$ cat config.mk
export PLATFORM = sky130hd
export DESIGN_NAME = nfh_host
export DESIGN_NICKNAME = d
export VERILOG_FILES = /design/src/shared/nfh_pkg.sv /design/src/core/nfh_host.sv
export SDC_FILE = /design/constraint.sdc
export NUM_CORES = 1
export LEC_CHECK = 0
export BUFFER_PORTS_ARGS = -buffer_cell sky130_fd_sc_hd__clkbuf_2
export CAP_MARGIN = 20
export CORE_MARGIN = 2
export CORE_UTILIZATION = 37
export DETAILED_ROUTE_END_ITERATION = 6
export SYNTH_ARGS = -nofsm -noshare
export SYNTH_HDL_FRONTEND = slang
export SYNTH_SLANG_ARGS = --single-unit
$ cat constraint.sdc
create_clock -name clk -period 5.8 [get_ports clk]
set_input_delay 0.58 -clock clk [delete_from_list [all_inputs] [get_ports clk]]
set_output_delay 0.58 -clock clk [all_outputs]
set_load 0.005 [all_outputs]
$ cat src/shared/nfh_pkg.sv
// Constants for the byte-wide flash host controller
//------------------------------------------------------------
// Overview of operation
// - Command byte latched on write strobe rise
// - Address byte latched on write strobe rise
// - Five address bytes: column two, row three
// - Cycle type decoded from latches, strobes
// - Host strobes only status and reset during busy
// - Multi-plane 80/11 then 81/15 or 81/10
// - After 81/15 poll status, then reset
//------------------------------------------------------------
package nfh_pkg;
   // Operation kinds requested by the user
   typedef enum logic [1:0] {
      NFH_KIND_CMD,                        // One command cycle
      NFH_KIND_ADDR,                       // One address cycle
      NFH_KIND_WDATA,                      // One data input cycle
      NFH_KIND_RDATA                       // One serial read cycle
   } nfh_kind_t;

   // Command codes
   localparam logic [7:0] CMD_READ_SETUP  = 8'h00;
   localparam logic [7:0] CMD_READ_START  = 8'h30;
   localparam logic [7:0] CMD_COL_OUT     = 8'h05;
   localparam logic [7:0] CMD_COL_OUT_GO  = 8'he0;
   localparam logic [7:0] CMD_READ_CACHE  = 8'h31;
   localparam logic [7:0] CMD_READ_LAST   = 8'h3f;
   localparam logic [7:0] CMD_DATA_IN     = 8'h80;
   localparam logic [7:0] CMD_PROG        = 8'h10;
   localparam logic [7:0] CMD_COL_IN      = 8'h85;
   localparam logic [7:0] CMD_PROG_CACHE  = 8'h15;
   localparam logic [7:0] CMD_PROG_PLANE  = 8'h11;
   localparam logic [7:0] CMD_DATA_IN2    = 8'h81;
   localparam logic [7:0] CMD_COPY_READ   = 8'h3a;
   localparam logic [7:0] CMD_COPY_PROG   = 8'h8c;
   localparam logic [7:0] CMD_ERASE       = 8'h60;
   localparam logic [7:0] CMD_ERASE_GO    = 8'hd0;
   localparam logic [7:0] CMD_ID_READ     = 8'h90;
   localparam logic [7:0] CMD_STATUS      = 8'h70;
   localparam logic [7:0] CMD_STATUS_MP   = 8'h71;
   localparam logic [7:0] CMD_RESET       = 8'hff;

   // Array geometry
   localparam int PAGE_BYTES      = 4352;
   localparam int PAGE_MAIN_BYTES = 4096;
   localparam int PAGE_SPARE      = 256;
   localparam int PAGES_PER_BLOCK = 64;
   localparam int BLOCKS          = 2048;
   localparam int COL_W           = 13;   // Column bits
   localparam int ROW_W           = 17;   // Row bits
   localparam int PAGE_SEL_W      = 6;    // Row bits for page in block

   // Strobe timing in ns (min times, rounded up)
   localparam int CLK_NS      = 5;
   localparam int T_SETUP_NS  = 12;       // Latch/data setup and pulse width
   localparam int T_HOLD_NS   = 10;       // Strobe high hold
   localparam int T_REA_NS    = 20;       // Read access
   localparam int T_WHR_NS    = 60;       // Write high to read low
   localparam int T_WB_NS     = 100;      // Write high to busy
   localparam int T_WW_NS     = 100;      // Protect high to write low
   localparam logic [4:0] SETUP_CYC = 5'((T_SETUP_NS + CLK_NS - 1) / CLK_NS);
   localparam logic [4:0] HOLD_CYC  = 5'((T_HOLD_NS + CLK_NS - 1) / CLK_NS);
   localparam logic [4:0] REA_CYC   = 5'((T_REA_NS + CLK_NS - 1) / CLK_NS + 1);
   localparam logic [4:0] WHR_CYC   = 5'((T_WHR_NS + CLK_NS - 1) / CLK_NS);
   localparam logic [4:0] WB_CYC    = 5'((T_WB_NS + CLK_NS - 1) / CLK_NS);
   localparam logic [4:0] WW_CYC    = 5'((T_WW_NS + CLK_NS - 1) / CLK_NS);
endpackage

$ cat src/core/nfh_host.sv
// Host controller driving the byte-wide flash pins
`timescale 1ns/1ps
module nfh_host (
   input  wire logic             clk,             // 200 MHz clock
   input  wire logic             rst_n,           // Async reset, active low
   input  wire logic             req_valid,       // Cycle request
   input  wire logic [1:0]       req_kind,        // Cycle kind
   input  wire logic [7:0]       req_byte,        // Command, address or data
   input  wire logic             protect_off,     // Raise write protect
   input  wire logic             deselect,        // Release chip enable
   output logic                  req_ready,       // Idle, may take request
   output logic                  rsp_valid,       // Read byte pulse
   output logic [7:0]            rsp_byte,        // Read byte
   output logic                  dev_busy,        // Device busy, registered
   output logic                  cmd_refused,     // Pulse: refusal while busy or reset owed
   output logic                  cmd_latch,       // Command latch pin
   output logic                  addr_latch,      // Address latch pin
   output logic                  chip_en_n,       // Chip enable pin
   output logic                  write_strobe_n,  // Write strobe pin
   output logic                  read_strobe_n,   // Read strobe pin
   output logic                  write_prot_n,    // Write protect pin
   output logic [7:0]            byte_port_o,     // Port output
   output logic                  byte_port_oe,    // Port drive enable
   input  wire logic [7:0]       byte_port_i,     // Port input
   input  wire logic             ready_busy_n     // Ready/busy line, pulled up
);
   //------------------------------------------------------------
   // State
   //------------------------------------------------------------
   typedef enum logic [2:0] {
      NFH_IDLE, NFH_WSETUP, NFH_WHOLD, NFH_RWAIT, NFH_RLOW, NFH_RHIGH, NFH_BWAIT
   } nfh_state_t;

   typedef struct packed {
      nfh_state_t  st;          // Sequencer state
      logic [4:0]  cnt;         // Phase counter
      logic        req_ready;
      logic        rsp_valid;
      logic [7:0]  rsp_byte;
      logic        busy;        // Synchronised ready/busy, 1 = busy
      logic        refused;
      logic        cle, ale, ce_n, we_n, re_n, wp_n;
      logic [7:0]  dout;
      logic        oe;
      logic        last_wr;     // Last strobe was a write
      logic [4:0]  ww_cnt;      // Protect settle counter
      logic        mp_open;     // Second-plane 81 sequence in progress
      logic        need_reset;  // Reset owed after a cached 81/15 ending
   } nfh_s_t;

   nfh_s_t s_ff;                // Registered state
   nfh_s_t nxt_s;               // Next state
   logic   cmd_ok;              // Command allowed now

   // Only status and reset may pass while the device is busy
   always_comb begin
      cmd_ok = (!s_ff.busy && !s_ff.need_reset) ||
               req_byte == nfh_pkg::CMD_STATUS ||
               req_byte == nfh_pkg::CMD_STATUS_MP || req_byte == nfh_pkg::CMD_RESET;
   end

   //------------------------------------------------------------
   // Next state
   //------------------------------------------------------------
   always_comb begin
      nxt_s = s_ff;
      nxt_s.rsp_valid = 1'b0;
      nxt_s.refused = 1'b0;
      nxt_s.busy = !ready_busy_n;
      nxt_s.wp_n = protect_off;
      nxt_s.ww_cnt = !protect_off ? nfh_pkg::WW_CYC :
                     (s_ff.ww_cnt != 5'h0 ? s_ff.ww_cnt - 5'h1 : 5'h0);
      case (s_ff.st)
         NFH_IDLE: begin
            // Strobes high and chip enable held while busy
            nxt_s.we_n = 1'b1;
            nxt_s.re_n = 1'b1;
            nxt_s.oe = 1'b0;
            if (deselect && !s_ff.busy) begin
               nxt_s.ce_n = 1'b1;
            end
            nxt_s.req_ready = 1'b0;
            if (s_ff.req_ready && req_valid) begin
               nxt_s.ce_n = 1'b0;
               nxt_s.cle = 1'b0;
               nxt_s.ale = 1'b0;
               case (nfh_pkg::nfh_kind_t'(req_kind))
                  nfh_pkg::NFH_KIND_CMD: begin
                     if (cmd_ok) begin
                        nxt_s.cle = 1'b1;
                        // Track how a multi-plane cached sequence ends
                        nxt_s.mp_open = req_byte == nfh_pkg::CMD_DATA_IN2;
                        if (s_ff.mp_open && req_byte == nfh_pkg::CMD_PROG_CACHE) begin
                           nxt_s.need_reset = 1'b1;
                        end
                        if (req_byte == nfh_pkg::CMD_RESET) begin
                           nxt_s.need_reset = 1'b0;
                        end
                        nxt_s.dout = req_byte;
                        nxt_s.oe = 1'b1;
                        nxt_s.we_n = 1'b0;
                        nxt_s.cnt = nfh_pkg::SETUP_CYC;
                        nxt_s.st = NFH_WSETUP;
                     end else begin
                        nxt_s.refused = 1'b1;
                        nxt_s.req_ready = 1'b1;
                     end
                  end
                  nfh_pkg::NFH_KIND_ADDR,
                  nfh_pkg::NFH_KIND_WDATA: begin
                     if (s_ff.busy) begin
                        nxt_s.refused = 1'b1;
                        nxt_s.req_ready = 1'b1;
                     end else begin
                        nxt_s.ale = req_kind == 2'(nfh_pkg::NFH_KIND_ADDR);
                        nxt_s.dout = req_byte;
                        nxt_s.oe = 1'b1;
                        nxt_s.we_n = 1'b0;
                        nxt_s.cnt = nfh_pkg::SETUP_CYC;
                        nxt_s.st = NFH_WSETUP;
                     end
                  end
                  default: begin
                     // Serial read: wait write-to-read gap first
                     if (s_ff.busy) begin
                        nxt_s.refused = 1'b1;
                        nxt_s.req_ready = 1'b1;
                     end else begin
                        nxt_s.cnt = s_ff.last_wr ? nfh_pkg::WHR_CYC : 5'h1;
                        nxt_s.st = NFH_RWAIT;
                     end
                  end
               endcase
            end else if (!s_ff.busy || s_ff.req_ready) begin
               nxt_s.req_ready = 1'b1;
            end
         end
         NFH_WSETUP: begin
            // Data input needs protect settled high
            if (s_ff.cnt > 5'h1) begin
               nxt_s.cnt = s_ff.cnt - 5'h1;
            end else if (s_ff.cle || s_ff.ale || s_ff.ww_cnt == 5'h0) begin
               nxt_s.we_n = 1'b1;
               nxt_s.last_wr = 1'b1;
               nxt_s.cnt = nfh_pkg::HOLD_CYC;
               nxt_s.st = NFH_WHOLD;
            end
         end
         NFH_WHOLD: begin
            if (s_ff.cnt > 5'h1) begin
               nxt_s.cnt = s_ff.cnt - 5'h1;
            end else begin
               nxt_s.cle = 1'b0;
               nxt_s.ale = 1'b0;
               nxt_s.oe = 1'b0;
               nxt_s.cnt = nfh_pkg::WB_CYC;
               nxt_s.st = NFH_BWAIT;
            end
         end
         NFH_BWAIT: begin
            // Let a busy after the strobe reach the line
            if (s_ff.cnt > 5'h1) begin
               nxt_s.cnt = s_ff.cnt - 5'h1;
            end else begin
               nxt_s.st = NFH_IDLE;
               nxt_s.req_ready = 1'b1;
            end
         end
         NFH_RWAIT: begin
            if (s_ff.cnt > 5'h1) begin
               nxt_s.cnt = s_ff.cnt - 5'h1;
            end else begin
               nxt_s.re_n = 1'b0;
               nxt_s.cnt = nfh_pkg::REA_CYC;
               nxt_s.st = NFH_RLOW;
            end
         end
         NFH_RLOW: begin
            if (s_ff.cnt > 5'h1) begin
               nxt_s.cnt = s_ff.cnt - 5'h1;
            end else begin
               nxt_s.rsp_byte = byte_port_i;
               nxt_s.rsp_valid = 1'b1;
               nxt_s.re_n = 1'b1;
               nxt_s.last_wr = 1'b0;
               nxt_s.cnt = nfh_pkg::HOLD_CYC;
               nxt_s.st = NFH_RHIGH;
            end
         end
         NFH_RHIGH: begin
            if (s_ff.cnt > 5'h1) begin
               nxt_s.cnt = s_ff.cnt - 5'h1;
            end else begin
               nxt_s.st = NFH_IDLE;
               nxt_s.req_ready = 1'b1;
            end
         end
         default: nxt_s.st = NFH_IDLE;
      endcase
   end

   //------------------------------------------------------------
   // State register
   //------------------------------------------------------------
   always_ff @(posedge clk or negedge rst_n) begin
      if (!rst_n) begin
         s_ff <= '{st: NFH_IDLE, cnt: 5'h0, req_ready: 1'b0, rsp_valid: 1'b0,
                   rsp_byte: 8'h00, busy: 1'b0, refused: 1'b0, cle: 1'b0, ale: 1'b0,
                   ce_n: 1'b1, we_n: 1'b1, re_n: 1'b1, wp_n: 1'b0, dout: 8'h00,
                   oe: 1'b0, last_wr: 1'b0, ww_cnt: 5'h0, mp_open: 1'b0,
                   need_reset: 1'b0};
      end else begin
         s_ff <= nxt_s;
      end
   end

   // Outputs straight from the register
   assign req_ready      = s_ff.req_ready;
   assign rsp_valid      = s_ff.rsp_valid;
   assign rsp_byte       = s_ff.rsp_byte;
   assign dev_busy       = s_ff.busy;
   assign cmd_refused    = s_ff.refused;
   assign cmd_latch      = s_ff.cle;
   assign addr_latch     = s_ff.ale;
   assign chip_en_n      = s_ff.ce_n;
   assign write_strobe_n = s_ff.we_n;
   assign read_strobe_n  = s_ff.re_n;
   assign write_prot_n   = s_ff.wp_n;
   assign byte_port_o    = s_ff.dout;
   assign byte_port_oe   = s_ff.oe;

   //------------------------------------------------------------
   // Checks
   //------------------------------------------------------------
   property p_latch_excl;
      @(posedge clk) disable iff (!rst_n) !(cmd_latch && addr_latch);
   endproperty
   a_latch_excl: assert property (p_latch_excl) else $error("both latches high");

   property p_cmd_hold;
      @(posedge clk) disable iff (!rst_n)
         $rose(write_strobe_n) && cmd_latch |-> byte_port_oe && $stable(byte_port_o);
   endproperty
   a_cmd_hold: assert property (p_cmd_hold) else $error("command not held");

   property p_addr_hold;
      @(posedge clk) disable iff (!rst_n)
         $rose(write_strobe_n) && addr_latch |-> !cmd_latch && byte_port_oe;
   endproperty
   a_addr_hold: assert property (p_addr_hold) else $error("address not driven");

   property p_busy_strobes;
      @(posedge clk) disable iff (!rst_n)
         dev_busy && $stable(dev_busy) && req_ready |-> write_strobe_n && read_strobe_n;
   endproperty
   a_busy_strobes: assert property (p_busy_strobes) else $error("strobe while busy");

   property p_read_noport;
      @(posedge clk) disable iff (!rst_n) !read_strobe_n |-> !byte_port_oe;
   endproperty
   a_read_noport: assert property (p_read_noport) else $error("port clash on read");

   property p_read_len;
      @(posedge clk) disable iff (!rst_n)
         $fell(read_strobe_n) |-> !read_strobe_n [*5] ##1 read_strobe_n && rsp_valid;
   endproperty
   a_read_len: assert property (p_read_len) else $error("read pulse length");

   property p_data_wp;
      @(posedge clk) disable iff (!rst_n)
         $rose(write_strobe_n) && !cmd_latch && !addr_latch |-> write_prot_n;
   endproperty
   a_data_wp: assert property (p_data_wp) else $error("data with protect low");

   property p_refuse;
      @(posedge clk) disable iff (!rst_n)
         req_ready && req_valid && dev_busy && req_kind == 2'h0 &&
         req_byte != nfh_pkg::CMD_STATUS && req_byte != nfh_pkg::CMD_STATUS_MP &&
         req_byte != nfh_pkg::CMD_RESET |=> cmd_refused && write_strobe_n;
   endproperty
   a_refuse: assert property (p_refuse) else $error("busy command passed");
endmodule

# == After elaboration in Yosys (flattened, before gate mapping) ==
# Cells that the tools add are included.
# op_classes
bitwise_logic,1
add_sub_neg,2
n_mux,53
eq_ne,27
n_reduce_logical,41
n_lt_le_gt_ge,1
# ops
operator,n
$mux 5,8
$mux 8,5
$mux 9,4
$pmux 9 s2,2
$pmux 5 s6,1
$mux 1,18
$ne 2x2->1 const B,9
$pmux 3 s6,1
$eq 8x7->1 const B,2
$eq 8x8->1 const B,2
$mux 3,5
$reduce_bool 2->1,7
$pmux 1 s2,5
$reduce_and 10->1,1
$reduce_and 5->1,2
$sub 5x1->5 const B,2
$eq 3x3->1 const B,3
$ne 3x3->1 const B,3
$reduce_and 3->1,3
$eq 8x5->1 const B,1
$reduce_and 2->1,4
$reduce_and 4->1,2
$reduce_and 7->1,1
$eq 3x2->1 const B,2
21 further kinds,32
# word_totals
register_bits,43
elab_cells,144
input_bits,24
out_inout_bits,27

# == Depth between registers and ports, before layout ==
# Gate-level depths: netlist of the first run.
# logic_depth
depth_word,9
mapped_depth,9
ltp_nobuf,8

# == Least setup slack after synthesis of the first run ==
# OpenSTA, ideal clock, no wires.
# synth_timing
kind,input to register
from,input req_byte[1]
to,register s_ff[36] in the netlist's numbering
path_slack_ns,3.604
setup_ns,0.125
path_buffers,0
t_arrival_ns,2.071
t_required_ns,5.675
path_stages,6
path_cell_list,or4_4 > o21ai_4 > nand3_4 > a221oi_4 > o41ai_4 > mux2_4
# synth_between
elab_chain_len,6
elab_cells_between_ends,8
cone_classes,4 x eq/ne; 4 x reduce/logical
# synth_rtl
item,line,source
"start, declared",nfh_host.sv:8,"input wire logic [7:0] req_byte,"
$eq 8x7->1,nfh_host.sv:58,req_byte == nfh_pkg::CMD_STATUS ||
$logic_or 1x1->1,nfh_host.sv:57,cmd_ok = (!s_ff.busy && !s_ff.need_reset) ||
$logic_or 1x1->1,nfh_host.sv:58,
$logic_or 1x1->1 (*),nfh_host.sv:59,req_byte == nfh_pkg::CMD_STATUS_MP || req_byte == nfh_pkg::CMD_RESET;
$ne 3x3->1 (no line) (*),-,
$reduce_and 7->1 (no line) (*),-,
"end signal, assigned",nfh_host.sv:207,"s_ff <= '{st: NFH_IDLE, cnt: 5'h0, req_ready: 1'b0, rsp_valid: 1'b0,"
"end signal, assigned",nfh_host.sv:213,s_ff <= nxt_s;
"end, declared",nfh_host.sv:51,nfh_s_t s_ff;
# Mark *: on every way between the ends. The rest lies on a longest branch, timed or not.
# A chain may end at the register's enable or synchronous reset.

# == Worst setup path in the final report of the first run ==
# layout_timing
from,register s_ff[40] in the netlist's numbering
to,register s_ff[1] in the netlist's numbering
# layout_between
elab_chain_len,2
# layout_rtl
item,line,source
$logic_not 3->1,nfh_host.sv:73,case (s_ff.st)
$reduce_and 4->1 (no line),-,
# Every way passes these cells.

==> results of run 1 <==
-- placed cells by master (no fill, tap or decap), types with 9 or more instances in the layout --
| cell type | synthesis | final |
|---|---|---|
| nand2_1 | 43 | 43 |
| a21oi_1 | 13 | 13 |
| inv_1 | 15 | 15 |
| mux2_2 | 9 | 9 |
| clkbuf_2 | 0 | 50 |
| o21ai_0 | 14 | 14 |
| dfrtp_1 | 40 | 40 |
| nor2_1 | 19 | 19 |
| nand3_1 | 10 | 10 |
| nor3_1 | 9 | 9 |
-- metal layers --
layer | part of all wire | global-route usage | wire length (microns) | up-vias
met5 | 0 | 0 | 0 | -
met4 | 0.020 | 0.0611 | 106 | 0
met3 | 0.059 | 0.0332 | 314 | 11
met2 | 0.44 | 0.217 | 2300 | 63
met1 | 0.48 | 0.208 | 2560 | 952
li1 | - | - | - | 993
-- synthesized netlist by cell type (all sizes together), types with 2 or more instances --
library cell | instances | area (sq um)
a31oi | 3 | 18.8
nor2b | 8 | 50.1
or3 | 3 | 18.8
clkbuf | 7 | 26.3
o41ai | 2 | 36.3
o21bai | 2 | 15.0
o31ai | 3 | 22.5
dfrtp | 40 | 1000
or4 | 2 | 18.8
and3 | 2 | 12.5
dfstp | 3 | 78.8
nor3b | 2 | 15.0
nand2b | 6 | 37.5
o2111ai | 2 | 35.0
a21oi | 13 | 65.1
ha | 7 | 87.6
nor4b | 2 | 17.5
mux2 | 13 | 161
buf | 19 | 138
nand3 | 11 | 67.6
o21ai | 16 | 95.1
xor2 | 3 | 26.3
nor2 | 19 | 71.3
nor3 | 9 | 45.0
nand2 | 43 | 161
o22ai | 2 | 12.5
o211ai | 3 | 22.5
inv | 15 | 56.3
-- power breakdown --
part | total (mW) | internal (mW) | switching, mW
Sequential | 0.534 | 0.414 | 0.120
Clock | 0.277 | 0.172 | 0.104
Combinational | 0.526 | 0.267 | 0.259
-- per-stage QoR --
| step | worst slack (ns) | hold slack (ns) |
|---|---|---|
| final | 3.32 | 0.150 |
| after global routing | 3.09 | 0.156 |
| after CTS | 3.33 | 0.155 |
| after detailed placement | 3.35 | 0.454 |
| after global placement | 3.40 | 0.443 |
| after floorplan | 3.60 | 0.284 |
-- logic make-up (layout without fill, tap and decap cells) --
family | Yosys count | after routing | synth area share
muxes | 14 | 14 | 0.0673
AOI/OAI and AO/OA | 54 | 54 | 0.159
buffers and inverters | 42 | 75 | 0.0880
adders and majority gates | 7 | 7 | 0.0344
DFF | 43 | 43 | 0.424
and+or+nand+nor | 111 | 111 | 0.213
xor gates and xnor gates | 4 | 4 | 0.0138
-- state kept, by name, indices dropped and copies added (netlist names) --
register and cells:
byte_port_o 8, cmd_refused 1, rsp_valid 1, cmd_latch 1, dev_busy 1, write_strobe_n 1, chip_en_n 1, s_ff 16
rsp_byte 8, addr_latch 1, write_prot_n 1, read_strobe_n 1, byte_port_oe 1, req_ready 1
-- final cells by class --
| class | instances | area [sq um] |
|---|---|---|
| Clock buffer | 6 | 72.6 |
| Multi-Input combinational cell | 190 | 1240 |
| Inverter | 16 | 60.1 |
| Clock inverter | 2 | 60.1 |
| Timing Repair Buffer | 51 | 270 |
| Tap cell | 80 | 100 |
| Fill cell | 659 | 3830 |
| Sequential cell | 43 | 1080 |
-- how the worst max path moves through the flow --
stage | startpoint | depth (start not counted) | slack [ns] | endpoint
finish | s_ff[40] | 5 | 3.32 | s_ff[1]
global route | s_ff[40] | 5 | 3.09 | s_ff[1]
CTS | s_ff[40] | 5 | 3.33 | s_ff[1]
detailed placement | s_ff[40] | 5 | 3.35 | s_ff[1]
global placement | req_byte[1] | 7 | 3.40 | s_ff[37]
floorplan | req_byte[1] | 6 | 3.60 | s_ff[36]
-- worst max-delay path, stage by stage, from the launching register on --
cell     delay (ns)
dfrtp_1        0.65
nor3_1         0.55
nor2b_1        0.46
nand2_1        0.09
nor2_1         0.24
mux2_2         0.36
==> summary.txt, run 1 <==
Run status: completed
Final Skew: 0.00471 ns
Final Net Count: 338
Syn. warnings: 0
Post-Syn Nets: 306
Final Hold Violating Endpoints: 0
Slew headroom: 0.514
Global-route wire length before repair: 8.75 mm
I/O Pins: 51
Setup TNS: 0 ns
Post-DP HPWL: 3.97 mm
Post-CTS Setup Bufs: 0
Overall Global Routing Usage: 0.147
Initial antenna violation count: 0
Starting DRT DRC Count: 112
Crit path max fanout: 25
CP Class: flop to flop
Sequential area share after synthesis: 0.424
Gr ovfl total: 0
Worst reg-to-reg path cell count: 5
Final Setup Violations: 0
Final GP Congestion: 0.852
Post-CTS resize count: 0
Root buffer cell: clkbuf_8
PwrDens: 463 mW/mm^2
Post-Syn Area: 0.00255 sq mm
Number of synthesized flops with an enable pin: 0
Hold buffer count at CTS: 0
Drt first pass iters: 4
Share of cells above drive strength 1: 0.266
Post-layout util: 0.429
Post-Synthesis Cells: 275
Die Height: 87.0 microns
Die Span X: 87.0 microns
Fmax: 404 MHz
Vias/cell: 5.20
H-tree depth: 2
Reg2reg start: s_ff[40]
Area after DPL: 0.00275 sq mm
Die area: 0.00756 sq mm
Clock sink count: 43
CTS clk-pin slew, worst paths: 0.08 ns
Critical Path RT: 5.98 ns
#FFs+latches synth: 43
Worst Setup Start Kind: flop
RSZ-0062 raised after global routing: no
CP arrival: 2.66 ns
R2r endpoint: s_ff[1]
Worst vdd ir: 0.000147 V
Clock Path Buffers: 2
R2R setup slack: 3.32 ns
Antenna diode count: 0
Placed insts: 380
Synth Flop Type: dfrtp_1
CTS tree: built
DRC viols: 0
Skew-Pair Late Insertion Delay: 0.29 ns
Max cap viols: 0
Synth Area per Inst: 9.26 sq um
Worst Hold Class: input port to asynchronous set/reset pin
Wirelength, routed: 5.28 mm
Async SR Flop Fraction: 1.00
WL/cell: 13.6 microns
Final std cells w/o fill: 388
PortBufs: 50
Worst-margin pin slew: 0.730 ns
Num rows: 30
Fin crit share: 0.427
Vias in the first global route: 1798
Distinct cells, synth: 51
Area growth syn-to-layout: 13.3%
Largest net degree at the start of global routing: 35
Post-route cell area: 0.00289 sq mm
Starting Density: 0.379
Slew Viols, Final: 0
Shortest period the worst path allows: 2.48 ns
Post-route antenna net violation count: 0
Num CTS Buffers: 5
Static leakage: 1.35 nW
PnR Total Power: 1.34 mW
Detailed-route via count: 2019
Crit. End Element: flop
Core Footprint: 0.00672 sq mm
Power figures use the tool's default switching activity.
==> run 2: changes to the inputs <==
==> constraint.sdc (replaced) <==
create_clock -name clk -period 2 [get_ports clk]
set_input_delay 0.2 -clock clk [delete_from_list [all_inputs] [get_ports clk]]
set_output_delay 0.2 -clock clk [all_outputs]
set_load 0.005 [all_outputs]
==> run 2 against run 1 <==
  * Hold slack got worse by 0.11 ns
  * Largest cell class unchanged
  * Global-route usage rose by 0.91 points
  * Cell area increased by 8.2%
  * Sequential power grew to 2.7 times the previous value
  * Sequential share of layout area is 2.8 points lower
  * Core utilization increased by 3.5 points
  * Critical path depth grew 3
  * Non-clock buffer count up 26
  * Setup slack worse by 3.2 ns
  * Clock power grew to 2.6 times the previous value
  * Register-to-register slack lost 3.2 ns
  * Highest routed layer unchanged
==> summary.txt, run 2 (synthesized netlist as in run 1, its figures left out) <==
Commonest cells after routing, fill and taps aside: clkbuf_2, nand2_1, dfrtp_1
Final Skew: 0.00974 ns (+0.00504 ns)
Starting DRT DRC Count: 98 (-13%)
Final std cells w/o fill: 414 (+6.7%)
CTS tree: built
Pint: 2.59 mW (+200%)
Max cap viols: 0 (unchanged)
Placed insts: 403 (+6.1%)
Share of cells above drive strength 1: 0.359 (+0.0930)
Post-layout util: 0.464 (+0.0350)
Starting Density: 0.379 (unchanged)
Crit path max fanout: 5 (-80%)
Drt first pass iters: 5 (+1)
Final Net Count: 364 (+7.7%)
CP Class: flop to flop
Vias/cell: 5.08 (-2.3%)
Vias in the first global route: 1910 (+6.2%)
Clock Path Buffers: 2 (unchanged)
Overall Global Routing Usage: 0.156 (+0.00907)
Fmax: 519 MHz (+29%)
Global-route wire length before repair: 9.11 mm (+4.2%)
Shortest period the worst path allows: 1.93 ns (-0.552 ns)
Detailed-route via count: 2104 (+4.2%)
Skew-Pair Late Insertion Delay: 0.29 ns (about the same)
Slew headroom: 0.623 (+0.109)
Post-DP HPWL: 4.22 mm (+6.3%)
Antenna diode count: 0 (unchanged)
Clock power share: 0.173 (-0.034)
Most common cell after layout, fill and taps aside: clkbuf_2
Crit. End Element: flop
PortBufs: 50 (unchanged)
Critical Path RT: 2.19 ns (-3.79 ns)
Post-route cell area: 0.00312 sq mm (+8.2%)
Worst Hold Class: input port to flop
Pre-CTS setup slack: -0.0557 ns (-3.41 ns)
Fin crit share: 0.963 (+0.536)
Final Hold Violating Endpoints: 0 (unchanged)
H-tree depth: 2 (unchanged)
Initial antenna violation count: 0 (unchanged)
WL/cell: 14.0 microns (+2.7%)
Multi-input gate area: 0.00131 sq mm (+5.2%)
PwrDens: 1320 mW/mm^2 (+180%)
Num CTS Buffers: 5 (unchanged)
DRC viols: 0 (unchanged)
Fill count: 662 (+0.46%)
Area growth syn-to-layout: 22.6%
Hold slack: 0.0350 ns (-0.115 ns)
Post-route antenna net violation count: 0 (unchanged)
Final Worst Setup Slack: 0.0740 ns (-3.25 ns)
Max reg flops: 16 (unchanged)
CP arrival: 2.11 ns (-0.55 ns)
Register area: 0.00108 sq mm (unchanged)
Clock sink count: 43 (unchanged)
Static leakage: 1.49 nW (+10%)
Root buffer cell: clkbuf_8
Comb pwr share: 0.476 (+0.083)
Wirelength, routed: 5.79 mm (+9.6%)
Die Span X: 87.0 microns (unchanged)
Slew Viols, Final: 0 (unchanged)
Area after DPL: 0.00291 sq mm (+5.8%)
CTS clk-pin slew, worst paths: 0.09 ns (about the same)
Seq pwr share: 0.352 (-0.048)
Die area: 0.00756 sq mm (unchanged)
I/O Pins: 51 (unchanged)
Worst Setup Start Kind: flop
Final Setup Violations: 0 (unchanged)
Worst vdd ir: 0.000444 V (+200%)
Worst-margin pin slew: 0.566 ns (-0.164 ns)
Core Footprint: 0.00672 sq mm (unchanged)
Run status: completed
Largest net degree at the start of global routing: 44 (+26%)
Die Height: 87.0 microns (unchanged)
Final GP Congestion: 0.894 (+5.0%)
R2R setup slack: 0.07 ns (-3.25 ns)
Gr ovfl total: 0 (unchanged)
Reg with most FFs: s_ff
Num rows: 30 (unchanged)
Sw Share: 0.369 (+0.00738)
Switching power: 1.52 mW (+210%)
-- run 2: cell types whose count changed in the layout (fill, tap and decap cells not counted), moves of 2 or more --
| cell | before | now |
|---|---|---|
| buf_4 | 0 | 26 |
| or3_1 | 3 | 1 |
| a21oi_1 | 13 | 9 |
| or3_4 | 0 | 2 |
| a21oi_2 | 0 | 4 |
-- run 2: power groups by stage --
| stage | clock (mW) | sequential [mW] | combinational [mW] |
|---|---|---|---|
| 2_1_floorplan | 0 | 1.39 | 1.41 |
| 3_3_place_gp | 0 | 1.45 | 1.83 |
| 3_5_place_dp | 0 | 1.46 | 1.84 |
| 4_1_cts | 0.736 | 1.44 | 1.86 |
| 5_1_grt | 0.771 | 1.49 | 2.16 |
| 6_report | 0.709 | 1.45 | 1.96 |
-- run 2: final timing paths --
path / startpoint / to / cells past startpoint
setup / recovery: s_ff[36] / s_ff[39] / 8
max in group asynchronous: rst_n / s_ff[7] / 3
hold reg to reg: rsp_byte[2] / rsp_byte[2] / 2
setup reg to reg: s_ff[36] / s_ff[39] / 8
min in group asynchronous: rst_n / s_ff[35] / 3
hold / removal: ready_busy_n / dev_busy / 2
-- run 2: per-stage QoR --
stage	TNS [ns]	power [mW]
floorplan	0	2.80
global placement	0	3.28
detailed placement	-0.220	3.30
CTS	0	4.04
global route	-0.0581	4.42
finish	0	4.11
-- run 2: timing repair --
action                                  in CTS  in global routing
endpoints found under the setup margin       5                 17
resized for setup                            2                 13
hold buffers                                 1                  0
pin swaps                                    0                  2
hold endpoints to repair                    12                  0
buffers inserted                             0                  2
-- run 2: area by class of cell --
type	count	area share
Multi-Input combinational cell	190	0.419
Inverter	16	0.0192
Clock buffer	6	0.0265
Timing Repair Buffer	77	0.146
Clock inverter	2	0.0112
Tap cell	80	0.0321
Sequential cell	43	0.346
-- run 2: worst max-delay path, stage by stage (launching register included) --
cell and delay [ns]:
dfrtp_1 0.42, inv_1 0.09, ha_1 0.18, o21bai_2 0.23
a21oi_2 0.17, a21oi_2 0.06, a21oi_2 0.19, o41ai_4 0.15
mux2_4 0.32
-- run 2: metal layers --
layer / routed length [microns] / up-vias / GRT usage / part of all wire
li1: - / 1049 / - / -
met1: 2850 / 1002 / 0.226 / 0.49
met2: 2670 / 51 / 0.229 / 0.46
met3: 214 / 2 / 0.0322 / 0.037
met4: 57 / 0 / 0.0597 / 0.0098
met5: 0 / - / 0 / 0
